**src/ism_pkg.sv**
```systemverilog
// shared constants and types for the interrupt status and mask logic
`default_nettype none
package ism_pkg;
    // register byte addresses
    localparam logic [7:0] ADDR_PRIMARY = 8'h00;
    localparam logic [7:0] ADDR_MASK = 8'h04;
    localparam logic [7:0] ADDR_EXTENDED = 8'h08;
    localparam logic [7:0] ADDR_CH0_CODE = 8'h0C;
    localparam logic [7:0] ADDR_CH1_CODE = 8'h10;
    localparam logic [7:0] ADDR_SQ_CODE = 8'h14;
    localparam logic [7:0] ADDR_SQ_TX = 8'h18;
    localparam logic [7:0] ADDR_MON_CTRL = 8'h1C;
    localparam logic [7:0] ADDR_MON_STATE = 8'h20;
    localparam logic [7:0] ADDR_MON_DATA = 8'h24;
    localparam int ADDR_W = 8;
    localparam int DATA_W = 32;
    localparam int CODE_W = 4;
    localparam int NUM_CODE = 3;
    localparam int NUM_DIRECT = 5;
    localparam int NUM_EXT = 8;
    // code buffer channel indices
    localparam int CH_SQ = 0;
    localparam int CH_0 = 1;
    localparam int CH_1 = 2;
    // primary status fields
    localparam int PRI_EXT_SUMMARY = 0;
    localparam int PRI_MON_STATUS = 1;
    localparam int PRI_CODE_CHANGE = 2;
    localparam int PRI_DIRECT_LSB = 3;
    // ch0 code receive register fields
    localparam int CH0_CHG_LSB = 4;
    // sq transmit register fields
    localparam int SQTX_SQ_EN = 0;
    localparam int SQTX_CH1_EN = 1;
    // monitor control fields
    localparam int MCTL_RX_EN = 0;
    localparam int MCTL_HS_CTRL = 1;
    localparam int MCTL_TX_EN = 2;
    // monitor state fields
    localparam int MST_DATA_RX = 0;
    localparam int MST_END_RX = 1;
    localparam int MST_ACKED = 2;
    localparam int MST_ABORT = 3;
    // reset values
    localparam logic [7:0] MASK_RESET = 8'h00;
    localparam logic [1:0] SQTX_RESET = 2'h3;
    localparam logic [2:0] MCTL_RESET = 3'h0;
    // bus access phase
    typedef enum logic [1:0] {
        ISM_IDLE = 2'b00,
        ISM_WAIT = 2'b01,
        ISM_DONE = 2'b10
    } ism_bus_e;
endpackage
`default_nettype wire

```
**src/ism_code_if.sv**
```systemverilog
// connection between the top and one received-code buffer
`default_nettype none
interface ism_code_if;
    logic [ism_pkg::CODE_W-1:0] code_in;
    logic enable;
    logic rd;
    logic [ism_pkg::CODE_W-1:0] code_out;
    logic changed;
    modport owner (output code_in, output enable, output rd, input code_out, input changed);
    modport buffer (input code_in, input enable, input rd, output code_out, output changed);
endinterface
`default_nettype wire

```
**src/ism_top.sv**
```systemverilog
// interrupt status, mask and request logic with apb register access
//
// Implementation choices: the APB slave port and the register offsets.
`default_nettype none
// Behaviour
// - five direct sources; bit 0 sums eight extended
// - primary read keeps only summary and code-change flags
// - code-change flag cleared only by channel-0 code read
// - extended read clears it and the summary flag
// - request released when primary status is clear
// - masked flags hidden, pending, untouched by reads
// - summary and code-change flags set when masked, no request
// - change from sq, channel 0, or channel 1 in second-gen terminal
// - sq or channel-1 change hidden while enable is zero
// - channel-0 code read clears enabled channels' change bits, or loads a pending code
// - two-deep code registers; latest replaces pending
// - monitor flags in second-gen mode only; one channel
// - rx flags gated by rx enables; ack and abort by tx enable
// - rx enable off none; no handshake control first byte; both every byte
// - first-gen: each monitor byte sets monitor status flag
// - level request, no gap while sources remain
// - all-ones mask releases; restore with pending reasserts
// - request changes only on data-clock rising edge
// - open-drain pin, pulled low while requesting
module ism_top (
    input wire logic pclk,
    input wire logic presetn,
    input wire logic pclken,
    input wire logic psel,
    input wire logic penable,
    input wire logic pwrite,
    input wire logic [31:0] paddr,
    input wire logic [31:0] pwdata,
    output logic [31:0] prdata,
    output logic pready,
    output logic pslverr,
    input wire logic serial_data_clock,
    input wire logic second_gen_mode,
    input wire logic terminal_mode,
    input wire logic [4:0] direct_evt,
    input wire logic [7:0] ext_evt,
    input wire logic [3:0] sq_code_in,
    input wire logic [3:0] ch0_code_in,
    input wire logic [3:0] ch1_code_in,
    input wire logic tx_handshake_bit,
    input wire logic [7:0] monitor_data_in,
    input wire logic monitor_first_byte,
    input wire logic monitor_end_evt,
    input wire logic monitor_ack_evt,
    input wire logic monitor_abort_evt,
    output logic rx_handshake_bit,
    output logic irq_n_out,
    output logic irq_n_oe
);
    ism_pkg::ism_bus_e bus_r;
    logic [31:0] prdata_r;
    logic pslverr_r;
    logic [7:0] mask_r;
    logic [ism_pkg::NUM_DIRECT-1:0] direct_r;
    logic [ism_pkg::NUM_EXT-1:0] ext_r;
    logic mon_status_r;
    logic [3:0] mon_state_r;
    logic [7:0] mon_data_r;
    logic [1:0] sqtx_r;
    logic [2:0] mctl_r;
    logic rx_hs_r;
    logic tx_hs_q_r;
    logic dcl_q_r;
    logic irq_oe_r;
    logic [7:0] primary;
    logic [7:0] primary_vis;
    logic [7:0] rd_data;
    logic addr_ok;
    logic done;
    logic rd_done;
    logic wr_done;
    logic rd_primary;
    logic rd_ext;
    logic rd_ch0;
    logic rd_mon_state;
    logic rd_mon_data;
    logic dcl_rise;
    logic mon_byte;
    logic mon_gen2;
    logic [3:0] mon_set;
    logic [ism_pkg::NUM_CODE-1:0] code_chg;
    logic [ism_pkg::CODE_W-1:0] code_val [ism_pkg::NUM_CODE];
    logic [ism_pkg::CODE_W-1:0] code_src [ism_pkg::NUM_CODE];
    logic code_en [ism_pkg::NUM_CODE];

    ism_code_if cif [ism_pkg::NUM_CODE] ();

    // code sources and their change enables
    assign code_src[ism_pkg::CH_SQ] = sq_code_in;
    assign code_src[ism_pkg::CH_0] = ch0_code_in;
    assign code_src[ism_pkg::CH_1] = ch1_code_in;
    assign code_en[ism_pkg::CH_SQ] = sqtx_r[ism_pkg::SQTX_SQ_EN];
    assign code_en[ism_pkg::CH_0] = 1'b1;
    assign code_en[ism_pkg::CH_1] = sqtx_r[ism_pkg::SQTX_CH1_EN] & second_gen_mode & terminal_mode;

    // one two-deep buffer per received code, each enabled one cleared or advanced by the channel-0 read
    genvar gi;
    generate
        for (gi = 0; gi < ism_pkg::NUM_CODE; gi++)
        begin : g_code
            assign cif[gi].code_in = code_src[gi];
            assign cif[gi].enable = code_en[gi];
            assign cif[gi].rd = rd_ch0;
            assign code_val[gi] = cif[gi].code_out;
            assign code_chg[gi] = cif[gi].changed;
            ism_code_buf u_buf (
                .pclk(pclk),
                .presetn(presetn),
                .pclken(pclken),
                .cb(cif[gi])
            );
        end
    endgenerate

    // bus decode; answer comes in the second access cycle
    assign done = (bus_r == ism_pkg::ISM_DONE) & psel & penable;
    assign rd_done = done & ~pwrite & ~pslverr_r;
    assign wr_done = done & pwrite & ~pslverr_r;
    assign rd_primary = rd_done & (paddr[7:0] == ism_pkg::ADDR_PRIMARY);
    assign rd_ext = rd_done & (paddr[7:0] == ism_pkg::ADDR_EXTENDED);
    assign rd_ch0 = rd_done & (paddr[7:0] == ism_pkg::ADDR_CH0_CODE);
    assign rd_mon_state = rd_done & (paddr[7:0] == ism_pkg::ADDR_MON_STATE);
    assign rd_mon_data = rd_done & (paddr[7:0] == ism_pkg::ADDR_MON_DATA);

    // summary and code-change flags are live ORs, so a primary read cannot clear them
    always_comb
    begin
        primary = '0;
        primary[ism_pkg::PRI_EXT_SUMMARY] = |ext_r;
        primary[ism_pkg::PRI_MON_STATUS] = mon_status_r;
        primary[ism_pkg::PRI_CODE_CHANGE] = |code_chg;
        primary[7:ism_pkg::PRI_DIRECT_LSB] = direct_r;
    end
    assign primary_vis = primary & ~mask_r;

    // read mux, narrow data sits in the low byte
    always_comb
    begin
        addr_ok = 1'b1;
        rd_data = '0;
        case (paddr[7:0])
            ism_pkg::ADDR_PRIMARY: rd_data = primary_vis;
            ism_pkg::ADDR_MASK: rd_data = mask_r;
            ism_pkg::ADDR_EXTENDED: rd_data = ext_r;
            ism_pkg::ADDR_CH0_CODE: rd_data = {1'b0, code_chg[ism_pkg::CH_1], code_chg[ism_pkg::CH_0],
                code_chg[ism_pkg::CH_SQ], code_val[ism_pkg::CH_0]};
            ism_pkg::ADDR_CH1_CODE: rd_data = {4'h0, code_val[ism_pkg::CH_1]};
            ism_pkg::ADDR_SQ_CODE: rd_data = {4'h0, code_val[ism_pkg::CH_SQ]};
            ism_pkg::ADDR_SQ_TX: rd_data = {6'h00, sqtx_r};
            ism_pkg::ADDR_MON_CTRL: rd_data = {5'h00, mctl_r};
            ism_pkg::ADDR_MON_STATE: rd_data = {4'h0, mon_state_r};
            ism_pkg::ADDR_MON_DATA: rd_data = mon_data_r;
            default: addr_ok = 1'b0;
        endcase
        if (paddr[31:8] != 24'h000000)
        begin
            addr_ok = 1'b0;
        end
    end

    // apb handshake: wait one access cycle, then answer with pready
    always_ff @(posedge pclk or negedge presetn)
    begin
        if (!presetn)
        begin
            bus_r <= ism_pkg::ISM_IDLE;
            prdata_r <= '0;
            pslverr_r <= 1'b0;
        end
        else if (pclken)
        begin
            case (bus_r)
                ism_pkg::ISM_IDLE:
                    if (psel & penable)
                    begin
                        bus_r <= ism_pkg::ISM_DONE;
                        prdata_r <= {24'h000000, rd_data};
                        pslverr_r <= ~addr_ok;
                    end
                ism_pkg::ISM_DONE:
                    begin
                        bus_r <= ism_pkg::ISM_IDLE;
                        pslverr_r <= 1'b0;
                    end
                default: bus_r <= ism_pkg::ISM_IDLE;
            endcase
        end
    end
    assign prdata = prdata_r;
    assign pready = (bus_r == ism_pkg::ISM_DONE);
    assign pslverr = pslverr_r;

    // writable control registers
    always_ff @(posedge pclk or negedge presetn)
    begin
        if (!presetn)
        begin
            mask_r <= ism_pkg::MASK_RESET;
            sqtx_r <= ism_pkg::SQTX_RESET;
            mctl_r <= ism_pkg::MCTL_RESET;
        end
        else if (pclken & wr_done)
        begin
            case (paddr[7:0])
                ism_pkg::ADDR_MASK: mask_r <= pwdata[7:0];
                ism_pkg::ADDR_SQ_TX: sqtx_r <= pwdata[1:0];
                ism_pkg::ADDR_MON_CTRL: mctl_r <= pwdata[2:0];
                default: mask_r <= mask_r;
            endcase
        end
    end

    // direct sources: only bits shown in the read data are cleared, so masked
    // bits and events arriving after the data was captured survive the read
    always_ff @(posedge pclk or negedge presetn)
    begin
        if (!presetn)
        begin
            direct_r <= '0;
        end
        else if (pclken)
        begin
            direct_r <= (direct_r & ~({ism_pkg::NUM_DIRECT{rd_primary}}
                & prdata_r[7:ism_pkg::PRI_DIRECT_LSB])) | direct_evt;
        end
    end

    // extended sources: a read clears what it returned, new events win
    always_ff @(posedge pclk or negedge presetn)
    begin
        if (!presetn)
        begin
            ext_r <= '0;
        end
        else if (pclken)
        begin
            ext_r <= (ext_r & ~({ism_pkg::NUM_EXT{rd_ext}} & prdata_r[7:0])) | ext_evt;
        end
    end

    // monitor byte detection on a falling transmit handshake
    assign mon_byte = tx_hs_q_r & ~tx_handshake_bit;
    assign mon_gen2 = second_gen_mode;
    always_comb
    begin
        mon_set = '0;
        mon_set[ism_pkg::MST_DATA_RX] = mon_byte & mctl_r[ism_pkg::MCTL_RX_EN]
            & (mctl_r[ism_pkg::MCTL_HS_CTRL] | monitor_first_byte);
        mon_set[ism_pkg::MST_END_RX] = monitor_end_evt & mctl_r[ism_pkg::MCTL_RX_EN];
        mon_set[ism_pkg::MST_ACKED] = monitor_ack_evt & mctl_r[ism_pkg::MCTL_TX_EN];
        mon_set[ism_pkg::MST_ABORT] = monitor_abort_evt & mctl_r[ism_pkg::MCTL_TX_EN];
        if (!mon_gen2)
        begin
            mon_set = '0;
        end
    end

    // monitor state, stored data and receive handshake
    always_ff @(posedge pclk or negedge presetn)
    begin
        if (!presetn)
        begin
            tx_hs_q_r <= 1'b1;
            mon_state_r <= '0;
            mon_data_r <= '0;
            rx_hs_r <= 1'b0;
        end
        else if (pclken)
        begin
            tx_hs_q_r <= tx_handshake_bit;
            mon_state_r <= (mon_state_r & ~({4{rd_mon_state}} & prdata_r[3:0])) | mon_set;
            if (mon_set[ism_pkg::MST_DATA_RX] | (mon_byte & ~mon_gen2))
            begin
                mon_data_r <= monitor_data_in;
            end
            // handshake only driven under handshake control in second-gen mode
            if (mon_gen2 & mctl_r[ism_pkg::MCTL_HS_CTRL] & mon_set[ism_pkg::MST_DATA_RX])
            begin
                rx_hs_r <= 1'b1;
            end
            else if (rd_mon_data | ~mctl_r[ism_pkg::MCTL_HS_CTRL] | ~mon_gen2)
            begin
                rx_hs_r <= 1'b0;
            end
        end
    end
    assign rx_handshake_bit = rx_hs_r;

    // monitor status flag: every byte in first-gen mode, state bits in second-gen
    always_ff @(posedge pclk or negedge presetn)
    begin
        if (!presetn)
        begin
            mon_status_r <= 1'b0;
        end
        else if (pclken)
        begin
            if ((mon_byte & ~mon_gen2) | (|mon_set))
            begin
                mon_status_r <= 1'b1;
            end
            else if (rd_primary & prdata_r[ism_pkg::PRI_MON_STATUS])
            begin
                mon_status_r <= 1'b0;
            end
        end
    end

    // request pin moves only on a data-clock rising edge; a level, so it
    // never drops while any unmasked flag remains
    always_ff @(posedge pclk or negedge presetn)
    begin
        if (!presetn)
        begin
            dcl_q_r <= 1'b0;
            irq_oe_r <= 1'b0;
        end
        else if (pclken)
        begin
            dcl_q_r <= serial_data_clock;
            if (dcl_rise)
            begin
                irq_oe_r <= |primary_vis;
            end
        end
    end
    assign dcl_rise = serial_data_clock & ~dcl_q_r;

    // open drain: drive low while requesting, otherwise release
    assign irq_n_out = 1'b0;
    assign irq_n_oe = irq_oe_r;
endmodule
`default_nettype wire

```
**src/ism_code_buf.sv**
```systemverilog
// two-deep received-code buffer with change flag
`default_nettype none
module ism_code_buf (
    input wire logic pclk,
    input wire logic presetn,
    input wire logic pclken,
    ism_code_if.buffer cb
);
    logic [ism_pkg::CODE_W-1:0] seen_r;
    logic [ism_pkg::CODE_W-1:0] code_r;
    logic [ism_pkg::CODE_W-1:0] code_nxt;
    logic [ism_pkg::CODE_W-1:0] pend_code_r;
    logic [ism_pkg::CODE_W-1:0] pend_code_nxt;
    logic unread_r;
    logic unread_nxt;
    logic pend_r;
    logic pend_nxt;
    logic chg;
    logic rd_eff;

    assign chg = (cb.code_in != seen_r);
    // a read while disabled must not discard the hidden change
    assign rd_eff = cb.rd & cb.enable;
    assign cb.code_out = code_r;
    assign cb.changed = unread_r & cb.enable;

    // read first, then a new change; a change in the read cycle is never lost
    always_comb
    begin
        code_nxt = code_r;
        pend_code_nxt = pend_code_r;
        unread_nxt = unread_r;
        pend_nxt = pend_r;
        if (rd_eff)
        begin
            if (pend_r)
            begin
                code_nxt = pend_code_r;
                pend_nxt = 1'b0;
            end
            else
            begin
                unread_nxt = 1'b0;
            end
        end
        if (chg)
        begin
            if (!unread_nxt)
            begin
                code_nxt = cb.code_in;
                unread_nxt = 1'b1;
            end
            else
            begin
                pend_code_nxt = cb.code_in;
                pend_nxt = 1'b1;
            end
        end
    end

    // buffer state
    always_ff @(posedge pclk or negedge presetn)
    begin
        if (!presetn)
        begin
            seen_r <= '0;
            code_r <= '0;
            pend_code_r <= '0;
            unread_r <= 1'b0;
            pend_r <= 1'b0;
        end
        else if (pclken)
        begin
            seen_r <= cb.code_in;
            code_r <= code_nxt;
            pend_code_r <= pend_code_nxt;
            unread_r <= unread_nxt;
            pend_r <= pend_nxt;
        end
    end
endmodule
`default_nettype wire

```
**config.mk**
```make
export PLATFORM = sky130hd
export DESIGN_NAME = ism_top
export DESIGN_NICKNAME = d
export VERILOG_FILES = /design/src/ism_pkg.sv /design/src/ism_code_if.sv /design/src/ism_top.sv /design/src/ism_code_buf.sv
export SDC_FILE = /design/constraint.sdc
export NUM_CORES = 1
export LEC_CHECK = 0
export ABC_CLOCK_PERIOD_IN_PS = 3900
export BUFFER_PORTS_ARGS = -buffer_cell sky130_fd_sc_hd__buf_2
export CAP_MARGIN = 20
export CELL_PAD_IN_SITES_DETAIL_PLACEMENT = 2
export CELL_PAD_IN_SITES_GLOBAL_PLACEMENT = 2
export CORE_UTILIZATION = 35
export DETAILED_ROUTE_END_ITERATION = 8
export GPL_TIMING_DRIVEN = 0
export PLACE_DENSITY = 0.91
export SLEW_MARGIN = 0
export SYNTH_ARGS = -nofsm -noshare
export SYNTH_HDL_FRONTEND = slang
export SYNTH_HIERARCHICAL = 1
export SYNTH_SLANG_ARGS = --single-unit
```
**constraint.sdc**
```tcl
create_clock -name pclk -period 3.9 [get_ports pclk]
set_clock_uncertainty 0.05 [all_clocks]
set_input_delay 0.39 -clock pclk [delete_from_list [all_inputs] [get_ports pclk]]
set_output_delay 0.39 -clock pclk [all_outputs]
set_load 0.01 [all_outputs]
```
* After elaboration in Yosys (flattened, before gate mapping)
Index checks and enable logic that the tools add are counted.
** Word-level totals
- Register bits :: 96
- Latch bits :: 0
- Bits in writable memories :: 0
- Memory bits (read-only) :: 0
- Output and inout port bits :: 37
- Memories :: 0
** Cells by class
- Add/subtract/negate cells :: 0
- Multiply operators :: 0
- Div/mod/pow operators :: 0
- Magnitude comparators :: 0
- Equal/unequal tests :: 14
- Shifts and indexed selects :: 0
- Muxes and demuxes :: 42
- Bitwise gates (word level) :: 56
- Reduce and logical (&&, ||, !) cells :: 24
** Operators with widths (number)
- one-hot mux 8 bit (10 select lines) :: 1
- two-way mux 4 bit :: 13
- equality test 8 x 5 -> 1 bit (second input constant) :: 4
- bitwise AND 1 bit :: 30
- two-way mux 1 bit :: 25
- bitwise AND 8 bit :: 3
- nonzero test 24 bit :: 1
- equality test 8 x 4 -> 1 bit (second input constant) :: 2
- equality test 8 x 6 -> 1 bit (second input constant) :: 2
- inverter 8 bit :: 2
- AND reduction 2 bit :: 8
- OR reduction 8 bit :: 2
- AND reduction 3 bit :: 5
- != test 4 bit :: 3
- bitwise AND 5 bit :: 2
- OR reduction 10 bit :: 1
- bitwise AND 4 bit :: 2
- equality test 8 x 3 -> 1 bit (second input constant) :: 1
- zero test 8 bit :: 1
- OR 8 bit :: 1
- inverter 1 bit :: 7
- nonzero test 2 bit :: 3
- inverter 5 bit :: 1
- OR 1 bit :: 5
- other kinds (10) :: 11

* Longest topological paths before layout
- Depth in word-level cells :: 10
- Mapped depth :: 9

* Cells and area by module
The synthesis kept the hierarchy.
** By module, submodules not included
- ism_top :: times used 1, cells each 313, area each 3190.6 um^2
- ism_code_buf :: times used 3, cells each 69, area each 699.4 um^2

* Worst setup path after synthesis
No wires, ideal clock.
- Path type :: input port to flip-flop
- Start point :: input paddr[3]
- End point :: register g_code[0].u_buf/pend_code_r[0] (netlist bit)
- Data arrival time :: 2.350 ns
- Path slack :: 1.375 ns
- Cell stages on the path :: 9
- Buffers on the path :: 2
- Path through :: buf_4 > or3b_2 > clkbuf_1 > nor2_1 > and3_1 > nand2_1 > o21ai_2 > nor3b_4 > mux2_2
** On the way
- Cells in the longest elaborated chain, start to end :: 5
** Ends and longest elaborated chain
- start, declared :: line ism_top.sv:32 : input wire logic [31:0] paddr,
- equality test 8 x 4 -> 1 bit :: line ism_top.sv:126 : assign rd_ch0 = rd_done & (paddr[7:0] == ism_pkg::ADDR_CH0_CODE);
- bitwise AND 1 bit :: line ism_top.sv:126
- via cif[0].rd :: line ism_code_if.sv:6 : logic rd;
- bitwise AND 1 bit :: line ism_code_buf.sv:23 : assign rd_eff = cb.rd & cb.enable;
- two-way mux 1 bit :: line ism_code_buf.sv:34 : if (rd_eff)
- AND reduction 3 bit (no line)
- end signal, assigned :: line ism_code_buf.sv:76 : pend_code_r <= pend_code_nxt;
- end, declared :: line ism_code_buf.sv:12 : logic [ism_pkg::CODE_W-1:0] pend_code_r;
The timed path passes the listed nets, and every way through them passes these cells.
A chain may end at the register's enable or synchronous reset.

* Worst setup path in the final report
- Start point :: input paddr[3]
- End point :: register g_code[1].u_buf/pend_code_r[2] (netlist bit)
** On the way
- Cells in the longest elaborated chain, start to end :: 4
** Ends and longest elaborated chain (line)
- equality test 8 x 4 -> 1 bit :: ism_top.sv:126
- bitwise AND 1 bit :: ism_top.sv:126
- via cif[0].rd :: ism_code_if.sv:6
- two-way mux 1 bit :: ism_code_buf.sv:34
- AND reduction 3 bit (no line)
- end signal, assigned :: ism_code_buf.sv:76
- end, declared :: ism_code_buf.sv:12
The timed path passes the listed nets, and every way through them passes these cells.

==> out/metrics.yaml <==
outcome: "finished, violations left"
failed_checks: "design-rule violations"
htree_levels: 3
cp-startpoint: "paddr[3]"
cts_num_sinks: 95
p_per_area_mw_per_mm2: 344.8
seq_area_sq_mm: 0.002381
dominantRegCellSynth: "dfrtp_1"
io_buffers: 97
path_clk_slew_ns: 0.07
path_max_fanout: 12
synth-seq-cells: 95
rr_startpoint: "pslverr"
worst-setup-path-type: "in -> reg"
total_leakage_power_nw: 2.809
hold_viol: 0
wl_per_cell_microns: 21.83
place_ws_ns: 0.6697
antennaDiodeCount: 0
drv_slew: 0
remaining_drc_errors: 32
synth-warning-count: 6
relSlewSlack_pct: 29.16
rows: 44
die-area_sq_mm: 0.01561
num_vias: 4699
synth_area_leaders: "dfrtp_1, mux2_2, nand2_1, buf_4, nor2b_1"
hold_class: "in -> reg"
root_buffer: "clkbuf_16"
place_congestion: 0.9439
final_cell_mix: "buf_2, dfrtp_1, nand2_1"
layoutNonFillerInstCount: 847
fillers: 1606
syn_area_sq_mm: 0.005289
setup_violations: 0
ys_seq_area_share_pct: 45.02
rr_endpoint: "g_code[1].u_buf/pend_code_r[2]"
dpl_cell_area_sq_mm: 0.006140
ctsHoldBuffers: 1
dp_hpwl_microns: 14300
vdd_drop_max_mv: 0.2118
synthDistinctLibCells: 61
grt_antenna_before_repair: 0
rr_worst_depth: 7
final_common_cell: "buf_2"
setup_tns_ns: 0
design.core.area_sq_mm: 0.01464
fp.dieH_microns: 124.9
grt_pass1_vias: 5383
worstSkewPairLatency_ns: 0.35
cp-endpoint: "g_code[1].u_buf/pend_code_r[2]"
holdWs_ns: 0.2173
synth.largest_area_cell: "dfrtp_1"
nNetsFinal: 769
grt_max_degree: 57
max-clock-path-buffers: 2
cts_tree: "yes"
fmax_mhz: 343.1
dr.pass1.iters: 7
cap_viol_max_count: 0
ios: 148
cts_setup_buffers: 0
setup_ws_ns: 0.9850
worstPathArrival_ns: 3.10
cts_resized: 0
drtIter0Drc: 216
antenna_left: 0
synth_cells: 520
cts_buffers: 9
place_inst: 830
final_area_sq_mm: 0.006420
grt-ovfl-total: 0
syn_to_final_growth_pct: 21.39
synth_edf_count: 0
reg2reg_slack_ns: 1.32
viasPerCell: 5.548
fin_crit_sh_pct: 74.74
worstSetupEndpointType: "flop"
async_flop_share_pct: 100.0
die_w_microns: 124.9
rsz0062_at_grt: "false"
required_ns: 4.08
grt.total_usage_pct: 24.62
min_period_ns: 2.915
tightest_slew_ns: 1.056
start_util_pct: 36.12
synth_area_per_cell_sq_um: 10.17
drive_gt1_share_pct: 31.83
grt_pass1_wl_microns: 29540
start_kind: "primary input"
multi_input_area_sq_mm: 0.002673
synth_top_area_share_pct: 43.53
drt_wl_total_microns: 18490
## flip-flops by register name (all words and copies together), names as in the netlist
| name | count |
|---|---|
| g_code.u_buf/pend_code_r | 12 |
| bus_r | 1 |
| mctl_r | 3 |
| dcl_q_r | 1 |
| mask_r | 8 |
| rx_handshake_bit | 1 |
| g_code.u_buf/pend_r | 3 |
| g_code.u_buf/unread_r | 3 |
| direct_r | 5 |
| irq_n_oe | 1 |
| prdata | 8 |
| pslverr | 1 |
| g_code.u_buf/cb.code_out | 12 |
| mon_state_r | 4 |
| tx_hs_q_r | 1 |
| sqtx_r | 2 |
| g_code.u_buf/seen_r | 12 |
| mon_status_r | 1 |
| mon_data_r | 8 |
| ext_r | 8 |
## metal layers
| metal | GRT usage [%] | part of all wire (%) | vias up |
|---|---|---|---|
| met5 | 0 | 0 | - |
| met4 | 8.465 | 2.1 | 0 |
| met3 | 6.014 | 6.2 | 28 |
| met2 | 44.78 | 52 | 160 |
| met1 | 28.13 | 40 | 2371 |
| li1 | - | - | 2140 |
## final cells by class
class / count / area share, %
multi-input combinational: 389 / 41.63
sequential: 95 / 37.09
timing repair buffer: 99 / 8.186
buffer: 43 / 4.073
clock buffer: 14 / 3.956
tap: 184 / 3.586
inverter: 21 / 1.228
clock inverter: 2 / 0.2534
## cell usage after synthesis, drive strengths merged (3+ instances only)
| library cell | count |
|---|---|
| mux4 | 3 |
| a22o | 16 |
| a211oi | 3 |
| nand4 | 4 |
| nor4 | 13 |
| a22oi | 4 |
| a21o | 3 |
| a32oi | 5 |
| clkbuf | 14 |
| nand3 | 26 |
| mux2i | 6 |
| nor3 | 8 |
| and2 | 4 |
| nor2b | 22 |
| or4 | 3 |
| buf | 29 |
| mux2 | 35 |
| o21ai | 31 |
| xnor2 | 12 |
| and3 | 6 |
| o211ai | 13 |
| nor2 | 9 |
| a221o | 13 |
| dfrtp | 92 |
| or4b | 4 |
| nor4b | 3 |
| nor3b | 4 |
| a21oi | 10 |
| nand2 | 67 |
| nand3b | 6 |
| dfstp | 3 |
| inv | 21 |
## power by group
part	switching, mW	total [mW]	internal [mW]
Sequential	0.0395	1.08	1.04
Clock	0.377	0.829	0.452
Combinational	0.165	0.302	0.137
Total	0.581	2.21	1.63
## kinds of logic after synthesis
kind of cell / after synthesis / synth area share (%)
AOI/OAI and AO/OA: 114 / 16.28
and+or+nand+nor: 189 / 20.27
other: 2 / 0.1420
buffers and inverters: 64 / 6.435
xor gates and xnor gates: 12 / 1.987
DFF: 95 / 45.02
muxes: 44 / 9.865
## critical path, cell delays in order
cell and delay (ns):
buf_2 0.09, buf_4 0.17, or3b_2 0.44, clkbuf_1 0.20, nor2_1 0.36, and3_1 0.53, nand2_1 0.16, o21ai_2 0.33
nor3b_4 0.12, mux2_2 0.30
## per-stage QoR
| step | total power [mW] | util (%) |
|---|---|---|
| after floorplan | 1.254 | - |
| after global placement | 1.375 | 41.72 |
| after detailed placement | 1.400 | 41.93 |
| after CTS | 2.236 | 43.84 |
| after global routing | 2.301 | 43.84 |
| final | 2.213 | 43.84 |
## worst min-delay path by stage
| stage | from | endpoint | cells after the start |
|---|---|---|---|
| finish | ext_evt[3] | ext_r[3] | 2 |
| global route | monitor_data_in[2] | mon_data_r[2] | 2 |
| CTS | ext_evt[3] | ext_r[3] | 2 |
| detailed placement | presetn | mask_r[6] | 1 |
| global placement | mon_status_r | mon_status_r | 1 |
| floorplan | presetn | bus_r[1] | 0 |
No activity file was read; power rests on OpenSTA's default activity.
